--- config.mk ---
export PLATFORM = sky130hd
export DESIGN_NAME = audio_adc_config_regs
export DESIGN_NICKNAME = d
export VERILOG_FILES = /design/src/rtl/adc_cfg_pkg.sv /design/src/rtl/serial_role_ctrl.sv /design/src/rtl/audio_adc_config_regs.sv
export VERILOG_INCLUDE_DIRS = /design/src /design/src/rtl
export SDC_FILE = /design/constraint.sdc
export NUM_CORES = 1
export LEC_CHECK = 0
export BUFFER_PORTS_ARGS = -buffer_cell sky130_fd_sc_hd__buf_4
export CORE_MARGIN = 5
export CORE_UTILIZATION = 55
export DETAILED_ROUTE_END_ITERATION = 10
export PLACE_DENSITY = 0.81
export SYNTH_ARGS = -nofsm -noshare
export SYNTH_HDL_FRONTEND = slang
export SYNTH_HIERARCHICAL = 1
export SYNTH_SLANG_ARGS = --single-unit
--- constraint.sdc ---
create_clock -name clock -period 4.2 [get_ports clock]
set_input_delay 0.42 -clock clock [delete_from_list [all_inputs] [get_ports clock]]
set_output_delay 0.42 -clock clock [all_outputs]
set_load 0.05 [all_outputs]
--- src/rtl/adc_cfg_consts.svh ---
`ifndef ADC_CFG_CONSTS_SVH
`define ADC_CFG_CONSTS_SVH

// Register addresses within a page
`define ADC_CFG_PAGE_ADDR 8'h00
`define ADC_CFG_PROC_ADDR 8'h03
`define ADC_CFG_CLK_ADDR 8'h0d
`define ADC_CFG_CHAN_ADDR 8'h0e

// Page that holds the configuration registers
`define ADC_CFG_REG_PAGE 8'h00

// Reset values
`define ADC_CFG_PAGE_RST 8'h00
`define ADC_CFG_PROC_RST 8'h00
`define ADC_CFG_CLK_RST 8'h00
`define ADC_CFG_CHAN_RST 8'h00

// Writable bits of each register
`define ADC_CFG_PROC_WMASK 8'hef
`define ADC_CFG_CLK_WMASK 8'hdf
`define ADC_CFG_CHAN_WMASK 8'hf8

// Field positions
`define ADC_CFG_VOL_LOCK_BIT 1
`define ADC_CFG_BQ_EN_BIT 0
`define ADC_CFG_PROC_RO_BIT 4
`define ADC_CFG_PRI_OVR_BIT 7
`define ADC_CFG_SEC_OVR_BIT 6
`define ADC_CFG_CLK_RO_BIT 5
`define ADC_CFG_PRI_INT_FS_BIT 2
`define ADC_CFG_SEC_INT_FS_BIT 1
`define ADC_CFG_FORCE_CUST_BIT 7
`define ADC_CFG_CUST_MSB 6
`define ADC_CFG_CUST_LSB 3
`define ADC_CFG_CHAN_RO_MSB 2
`define ADC_CFG_CHAN_RO_LSB 0

`endif

--- src/rtl/adc_cfg_pkg.sv ---
package adc_cfg_pkg;

    typedef logic [7:0] reg_byte_t;
    typedef logic [3:0] chan_mask_t;

    // Serial port one-hot select
    typedef enum logic [1:0]
    {
        PORT_PRIMARY = 2'b01,
        PORT_SECONDARY = 2'b10
    } port_sel_e;

endpackage

--- src/rtl/serial_role_ctrl.sv ---
`timescale 1ns/1ps
`default_nettype none

module serial_role_ctrl
(
    input wire logic clock,
    input wire logic sys_rst,
    input wire logic role_override,
    input wire logic role_select,
    input wire logic use_internal_fsync,
    output logic bclk_drive_r,
    output logic fsync_drive_r,
    output logic auto_detect_en_r,
    output logic internal_fsync_sel_r
);

    // Pin directions and auto-detect
    always_ff @(posedge clock)
    begin
        if (sys_rst)
        begin
            bclk_drive_r <= 1'b0;
            fsync_drive_r <= 1'b0;
            auto_detect_en_r <= 1'b0;
        end
        else if (role_override)
        begin
            bclk_drive_r <= role_select;
            fsync_drive_r <= ~role_select;
            auto_detect_en_r <= 1'b0;
        end
        else
        begin
            bclk_drive_r <= role_select;
            fsync_drive_r <= role_select;
            auto_detect_en_r <= 1'b1;
        end
    end

    // Frame sync source in controller mode
    always_ff @(posedge clock)
    begin
        if (sys_rst)
        begin
            internal_fsync_sel_r <= 1'b0;
        end
        else
        begin
            internal_fsync_sel_r <= role_select & use_internal_fsync;
        end
    end

    property p_ovr_sel_low;
        @(posedge clock) disable iff (sys_rst)
        (role_override && !role_select) |=> (!bclk_drive_r && fsync_drive_r);
    endproperty
    a_ovr_sel_low: assert property (p_ovr_sel_low) else $error("override select 0 wrong dirs");

    property p_ovr_sel_high;
        @(posedge clock) disable iff (sys_rst)
        (role_override && role_select) |=> (bclk_drive_r && !fsync_drive_r);
    endproperty
    a_ovr_sel_high: assert property (p_ovr_sel_high) else $error("override select 1 wrong dirs");

    property p_std_role;
        @(posedge clock) disable iff (sys_rst)
        !role_override ##1 1'b1 |-> (bclk_drive_r == $past(role_select))
            && (fsync_drive_r == $past(role_select)) && auto_detect_en_r;
    endproperty
    a_std_role: assert property (p_std_role) else $error("standard role mismatch");

    property p_ovr_no_auto;
        @(posedge clock) disable iff (sys_rst)
        $rose(role_override) |=> !auto_detect_en_r;
    endproperty
    a_ovr_no_auto: assert property (p_ovr_no_auto) else $error("auto-detect left on");

    // frame sync source tracks bit in controller mode
    property p_int_fsync;
        @(posedge clock) disable iff (sys_rst)
        role_select |=> (internal_fsync_sel_r == $past(use_internal_fsync));
    endproperty
    a_int_fsync: assert property (p_int_fsync) else $error("frame sync source wrong");

endmodule

`default_nettype wire

--- src/rtl/audio_adc_config_regs.sv ---
// Summary of operation
// - Volume lock blocks volume changes while powered
// - Biquad enable permits coefficient changes while running
// - Primary role follows select; override kills auto-detect
// - Override select 0 bclk in, 1 bclk out
// - Secondary role follows select; override kills auto-detect
// - Secondary override select 1 bclk out, fsync in
// - Primary controller frame sync internal or external
// - Secondary controller frame sync internal or external
// - Force bit picks custom or automatic max channel
// - Custom mask bit n enables channel n+1
// - Addresses decode within page chosen at address zero
`timescale 1ns/1ps
`default_nettype none
`include "adc_cfg_consts.svh"

module audio_adc_config_regs
(
    input wire logic clock,
    input wire logic sys_rst,
    input wire logic reg_wr_en,
    input wire logic reg_rd_en,
    input wire logic [7:0] reg_addr,
    input wire logic [7:0] reg_wdata,
    output logic [7:0] reg_rdata_r,
    input wire logic adc_powered_on,
    input wire logic digital_volume_change_req,
    output logic digital_volume_change_accept_r,
    input wire logic biquad_change_req,
    output logic biquad_change_accept_r,
    output logic volume_runtime_lock,
    output logic biquad_runtime_update_enable,
    input wire logic primary_role_select,
    input wire logic secondary_role_select,
    output logic [1:0] bclk_drive_r,
    output logic [1:0] fsync_drive_r,
    output logic [1:0] auto_detect_en_r,
    output logic [1:0] internal_fsync_sel_r,
    input wire logic [3:0] auto_max_channel_select,
    output logic [3:0] max_channel_enable_r
);

    adc_cfg_pkg::reg_byte_t page_r;
    adc_cfg_pkg::reg_byte_t proc_cfg_r;
    adc_cfg_pkg::reg_byte_t clk_cfg_r;
    adc_cfg_pkg::reg_byte_t chan_cfg_r;
    adc_cfg_pkg::reg_byte_t rdata_nxt;
    adc_cfg_pkg::chan_mask_t custom_mask;
    logic on_cfg_page;
    logic [1:0] override_vec;
    logic [1:0] select_vec;
    logic [1:0] int_fsync_vec;

    assign on_cfg_page = (page_r == `ADC_CFG_REG_PAGE);

    always_ff @(posedge clock)
    begin
        if (sys_rst)
        begin
            page_r <= `ADC_CFG_PAGE_RST;
        end
        else if (reg_wr_en && reg_addr == `ADC_CFG_PAGE_ADDR)
        begin
            page_r <= reg_wdata;
        end
    end

    always_ff @(posedge clock)
    begin
        if (sys_rst)
        begin
            proc_cfg_r <= `ADC_CFG_PROC_RST;
        end
        else if (reg_wr_en && on_cfg_page && reg_addr == `ADC_CFG_PROC_ADDR)
        begin
            proc_cfg_r <= reg_wdata & `ADC_CFG_PROC_WMASK;
        end
    end

    always_ff @(posedge clock)
    begin
        if (sys_rst)
        begin
            clk_cfg_r <= `ADC_CFG_CLK_RST;
        end
        else if (reg_wr_en && on_cfg_page && reg_addr == `ADC_CFG_CLK_ADDR)
        begin
            clk_cfg_r <= reg_wdata & `ADC_CFG_CLK_WMASK;
        end
    end

    always_ff @(posedge clock)
    begin
        if (sys_rst)
        begin
            chan_cfg_r <= `ADC_CFG_CHAN_RST;
        end
        else if (reg_wr_en && on_cfg_page && reg_addr == `ADC_CFG_CHAN_ADDR)
        begin
            chan_cfg_r <= reg_wdata & `ADC_CFG_CHAN_WMASK;
        end
    end

    always_comb
    begin
        rdata_nxt = 8'h00;
        if (reg_addr == `ADC_CFG_PAGE_ADDR)
        begin
            rdata_nxt = page_r;
        end
        else if (on_cfg_page)
        begin
            case (reg_addr)
                `ADC_CFG_PROC_ADDR: rdata_nxt = proc_cfg_r;
                `ADC_CFG_CLK_ADDR: rdata_nxt = clk_cfg_r;
                `ADC_CFG_CHAN_ADDR: rdata_nxt = chan_cfg_r;
                default: rdata_nxt = 8'h00;
            endcase
        end
    end

    always_ff @(posedge clock)
    begin
        if (sys_rst)
        begin
            reg_rdata_r <= 8'h00;
        end
        else if (reg_rd_en)
        begin
            reg_rdata_r <= rdata_nxt;
        end
    end

    assign volume_runtime_lock = proc_cfg_r[`ADC_CFG_VOL_LOCK_BIT];
    assign biquad_runtime_update_enable = proc_cfg_r[`ADC_CFG_BQ_EN_BIT];

    always_ff @(posedge clock)
    begin
        if (sys_rst)
        begin
            digital_volume_change_accept_r <= 1'b0;
        end
        else
        begin
            digital_volume_change_accept_r <= digital_volume_change_req
                && !(adc_powered_on && proc_cfg_r[`ADC_CFG_VOL_LOCK_BIT]);
        end
    end

    always_ff @(posedge clock)
    begin
        if (sys_rst)
        begin
            biquad_change_accept_r <= 1'b0;
        end
        else
        begin
            biquad_change_accept_r <= biquad_change_req
                && (!adc_powered_on || proc_cfg_r[`ADC_CFG_BQ_EN_BIT]);
        end
    end

    // Index 0 primary, index 1 secondary
    assign override_vec = {clk_cfg_r[`ADC_CFG_SEC_OVR_BIT], clk_cfg_r[`ADC_CFG_PRI_OVR_BIT]};
    assign select_vec = {secondary_role_select, primary_role_select};
    assign int_fsync_vec = {clk_cfg_r[`ADC_CFG_SEC_INT_FS_BIT],
                            clk_cfg_r[`ADC_CFG_PRI_INT_FS_BIT]};

    genvar gi;
    generate
        for (gi = 0; gi < 2; gi = gi + 1)
        begin : g_port
            serial_role_ctrl u_role
            (
                .clock(clock),
                .sys_rst(sys_rst),
                .role_override(override_vec[gi]),
                .role_select(select_vec[gi]),
                .use_internal_fsync(int_fsync_vec[gi]),
                .bclk_drive_r(bclk_drive_r[gi]),
                .fsync_drive_r(fsync_drive_r[gi]),
                .auto_detect_en_r(auto_detect_en_r[gi]),
                .internal_fsync_sel_r(internal_fsync_sel_r[gi])
            );
        end
    endgenerate

    // mask bit n is channel n+1
    assign custom_mask = chan_cfg_r[`ADC_CFG_CUST_MSB:`ADC_CFG_CUST_LSB];

    always_ff @(posedge clock)
    begin
        if (sys_rst)
        begin
            max_channel_enable_r <= 4'h0;
        end
        else if (chan_cfg_r[`ADC_CFG_FORCE_CUST_BIT])
        begin
            max_channel_enable_r <= custom_mask;
        end
        else
        begin
            max_channel_enable_r <= auto_max_channel_select;
        end
    end

    property p_vol_locked;
        @(posedge clock) disable iff (sys_rst)
        (digital_volume_change_req && adc_powered_on && volume_runtime_lock)
            |=> !digital_volume_change_accept_r;
    endproperty
    a_vol_locked: assert property (p_vol_locked) else $error("locked volume accepted");

    property p_vol_free;
        @(posedge clock) disable iff (sys_rst)
        (digital_volume_change_req && !volume_runtime_lock) |=> digital_volume_change_accept_r;
    endproperty
    a_vol_free: assert property (p_vol_free) else $error("unlocked volume refused");

    // biquad change tracks enable while running
    property p_bq_run;
        @(posedge clock) disable iff (sys_rst)
        (biquad_change_req && adc_powered_on)
            |=> (biquad_change_accept_r == $past(biquad_runtime_update_enable));
    endproperty
    a_bq_run: assert property (p_bq_run) else $error("biquad gate wrong");

    property p_max_ch;
        @(posedge clock) disable iff (sys_rst)
        1'b1 ##1 1'b1 |-> max_channel_enable_r == ($past(chan_cfg_r[`ADC_CFG_FORCE_CUST_BIT])
            ? $past(custom_mask) : $past(auto_max_channel_select));
    endproperty
    a_max_ch: assert property (p_max_ch) else $error("max channel source wrong");

    // custom mask write lands in channel field
    property p_cust_write;
        @(posedge clock) disable iff (sys_rst)
        (reg_wr_en && on_cfg_page && reg_addr == `ADC_CFG_CHAN_ADDR)
            |=> custom_mask == $past(reg_wdata[`ADC_CFG_CUST_MSB:`ADC_CFG_CUST_LSB]);
    endproperty
    a_cust_write: assert property (p_cust_write) else $error("custom mask not stored");

    property p_ro_zero;
        @(posedge clock) disable iff (sys_rst)
        reg_wr_en |=> !proc_cfg_r[`ADC_CFG_PROC_RO_BIT] && !clk_cfg_r[`ADC_CFG_CLK_RO_BIT]
            && chan_cfg_r[`ADC_CFG_CHAN_RO_MSB:`ADC_CFG_CHAN_RO_LSB] == 3'h0;
    endproperty
    a_ro_zero: assert property (p_ro_zero) else $error("read-only bit set");

    property p_page_block;
        @(posedge clock) disable iff (sys_rst)
        (reg_wr_en && !on_cfg_page && reg_addr != `ADC_CFG_PAGE_ADDR)
            |=> $stable(proc_cfg_r) && $stable(clk_cfg_r) && $stable(chan_cfg_r);
    endproperty
    a_page_block: assert property (p_page_block) else $error("write leaked across page");

    property p_page_read;
        @(posedge clock) disable iff (sys_rst)
        (reg_rd_en && !on_cfg_page && reg_addr != `ADC_CFG_PAGE_ADDR) |=> reg_rdata_r == 8'h00;
    endproperty
    a_page_read: assert property (p_page_read) else $error("off-page read not zero");

    property p_vol_idle;
        @(posedge clock) disable iff (sys_rst)
        !digital_volume_change_req |=> !digital_volume_change_accept_r;
    endproperty
    a_vol_idle: assert property (p_vol_idle) else $error("volume accept without request");

    property p_bq_idle;
        @(posedge clock) disable iff (sys_rst)
        (biquad_change_req && !adc_powered_on) |=> biquad_change_accept_r;
    endproperty
    a_bq_idle: assert property (p_bq_idle) else $error("idle biquad change refused");

    property p_page_write;
        @(posedge clock) disable iff (sys_rst)
        (reg_wr_en && reg_addr == `ADC_CFG_PAGE_ADDR) |=> page_r == $past(reg_wdata);
    endproperty
    a_page_write: assert property (p_page_write) else $error("page write lost");

    property p_rd_hold;
        @(posedge clock) disable iff (sys_rst)
        !reg_rd_en |=> $stable(reg_rdata_r);
    endproperty
    a_rd_hold: assert property (p_rd_hold) else $error("read data changed without read");

endmodule

`default_nettype wire

==> impl_metrics.toml <==
[layout]
multiInputGateArea_sq_um = 1149
final_area_sq_um = 2691
stdcell_count = 321
synthToLayoutAreaGrowth_pct = 20.17
fillCellCount = 323
n_antenna_cell = 0
fin_util_pct = 67.77
layout-drive-gt1-share_pct = 28.04
seqCellArea_sq_um = 980.9
nNetsFinal = 300

[worst_setup_path]
cp.arrival_ns = 2.26
cp.required_ns = 4.43
cp-end-kind = "flip-flop"
max_stage_delay_ns = 0.54
path_cells = "or4_1 -> nor3_2 -> buf_4 -> and3_1 -> mux2i_1"
critPathTopFamily = "simple AND/OR/NAND/NOR gates"
crit_type = "reg -> reg"
crit_buf_inv = 1
start_kind = "flip-flop"
path_max_fanout = 11
cpMaxStageDelayCell = "or4_1"

[routing]
drc = 0
wl_per_cell_um = 15.10
antenna_left = 0
routed_wl_mm = 4.847
via_count = 1768
via_per_inst = 5.508
drtIter0Drc = 147
dr.pass1.iters = 4

[placement]
placedCellCount = 314
postPlaceCellArea_sq_um = 2605
dp_hpwl_mm = 3.535
portBuffers = 52
place_congestion = 0.8829

[power_and_ir_drop]
power_uw = 871.0
p_per_area_nw_per_um2 = 323.6
switching_power_uw = 219.6
pwr-share-clk_pct = 31.2
netSwitchingFraction_pct = 25.21
ir_drop_v = 0.0002231
p_leak_nw = 1.108
power.internal_uw = 651.4
p_seq_share_pct = 54.8
pwr-share-comb_pct = 13.9

[sta]
timing.final.crit_share_pct = 48.29
finalSetupViolations = 0
finalCriticalPeriod_ns = 2.028
tightest_slew_ns = 0.5414
max_freq_mhz = 493.1
clock_skew_ns = 0.008010
hold_viol = 0
max_slew_margin_pct = 63.91
final_max_slew_viol_count = 0
rsz0062_at_grt = "false"
tns_ns = 0

[global_routing]
grt-ovfl-total = 0
track_usage_pct = 18.93
antenna_found_initial = 0
grt_pass1_wl_mm = 7.983
first_global_vias = 1678
grt_max_degree = 56

[yosys]
synth-seq-area-share_pct = 43.80
synth.net_count = 256
ys_seq_elements = 49
yosys-top-cells-area = "dfxtp_1 44%, mux2i_1 10%, nand2b_1 7.8%"
async_reset_ff_share_pct = 0
yosysMostFrequentCell = "dfxtp_1"
synth_edf_count = 0
synth_top_area_share_pct = 43.80
synth_area_sq_um = 2240
ys_warn_count = 6
syn_inst = 227
yosys.cell_types.count = 39
syn_area_per_cell_sq_um = 9.866
yosysTopAreaCell = "dfxtp_1"
synth_ff_type = "dfxtp_1"
synthTopCellsByCount = "49 x dfxtp_1, 28 x nand2b_1, 23 x mux2i_1"

[clock_tree]
clkLatencyLatePin_ns = 0.29
htreeDepth = 2
clock_path_buffers = 2
cts_tree = "done"
path_clk_slew_ns = 0.08
cts_setup_buffers = 0
cts_root_buffer = "clkbuf_8"
numClockSinks = 49
postCtsResizedCells = 0
postCtsHoldBufs = 0
numCtsBuffers = 5

[floorplan]
die_x_um = 73.81
dieArea_sq_um = 5448
ios = 53
initial_core_util_pct = 56.40
die_y_um = 73.81
core_sq_um = 3971
num_rows = 23

[worst_hold_path]
hold_class = "in -> reg"

[job]
cap_violations = 0

[run_status]
status = "complete, no violations"
==> flip-flops by register name, summed over array words and instances, names as in the netlist <==
register and cells:
max_channel_enable_r 4, proc_cfg_r 7, biquad_change_accept_r 1, digital_volume_change_accept_r 1, g_port.u_role/fsync_drive_r 2, g_port.u_role/bclk_drive_r 2, g_port.u_role/auto_detect_en_r 2, clk_cfg_r 7
page_r 8, reg_rdata_r 8, g_port.u_role/internal_fsync_sel_r 2, chan_cfg_r 5
==> stage by stage <==
stage | setup WS, ns | hold WS (ns)
6_report | 2.172 | 0.3053
5_1_grt | 2.074 | 0.3138
4_1_cts | 2.177 | 0.3015
3_5_place_dp | 2.011 | 0.4656
3_3_place_gp | 2.042 | 0.4592
2_1_floorplan | 2.357 | 0.4375
==> cell usage in the layout, fill, tap and decap left out, types with 2 or more instances in the layout <==
cell type,instances
buf_4,53
nand2_1,16
xnor2_1,2
nand2b_1,28
a32oi_1,2
nand3_1,11
a32o_1,3
and2_1,5
o211ai_2,3
mux2i_1,23
nor2_1,17
nor2b_4,2
nor2b_1,3
a311oi_1,2
or4_4,2
dfxtp_1,49
nor3b_1,2
a311oi_2,4
inv_1,4
a21oi_1,11
or4_1,2
clkbuf_8,6
nand3b_1,6
a211oi_1,2
==> worst paths after layout <==
path	start	to	slack [ns]	depth (start not counted)
max	page_r[1]$_SDFFE_PP0P_	clk_cfg_r[0]$_SDFFE_PP0P_	2.17	5
min	adc_powered_on	digital_volume_change_accept_r$_SDFF_PP0_	0.31	2
max reg2reg	page_r[1]$_SDFFE_PP0P_	clk_cfg_r[0]$_SDFFE_PP0P_	2.17	5
min reg2reg	clk_cfg_r[7]$_SDFFE_PP0P_	g_port[0].u_role/auto_detect_en_r$_SDFF_PP0_	0.48	1
==> metal layers <==
metal	part of all wire, %	up-vias	GRT usage, %
met2	46	58	30.71
met5	0	-	0
met4	1.2	0	4.628
met1	46	823	24.60
met3	7.1	7	5.609
li1	-	880	-
==> power by group through the flow <==
stage                     clock network (mW)  registers (mW)  logic, mW
after CTS                              0.277           0.478      0.122
after global placement                     0           0.488      0.120
after floorplan                            0           0.523     0.0420
after global routing                   0.298           0.479      0.129
after detailed placement                   0           0.489      0.122
final                                  0.272           0.478      0.121
==> kinds of logic after synthesis <==
group	after synthesis	share of synthesized area, %
AO/OA/AOI/OAI	31	12.01
multiplexers	23	10.28
buffers and inverters	20	4.916
AND/OR/NAND/NOR	102	28.21
XOR/XNOR	2	0.7823
flip-flops	49	43.80
==> cell type report <==
cell class                 count  share of cell area [%]
tap                           50                   2.325
multi-input combinational    158                   42.68
clock buffer                   7                   3.208
timing repair buffer          53                   14.78
inverter                       4                  0.5579
sequential                    49                   36.45
Note: power is estimated with default switching activity, not from simulation.
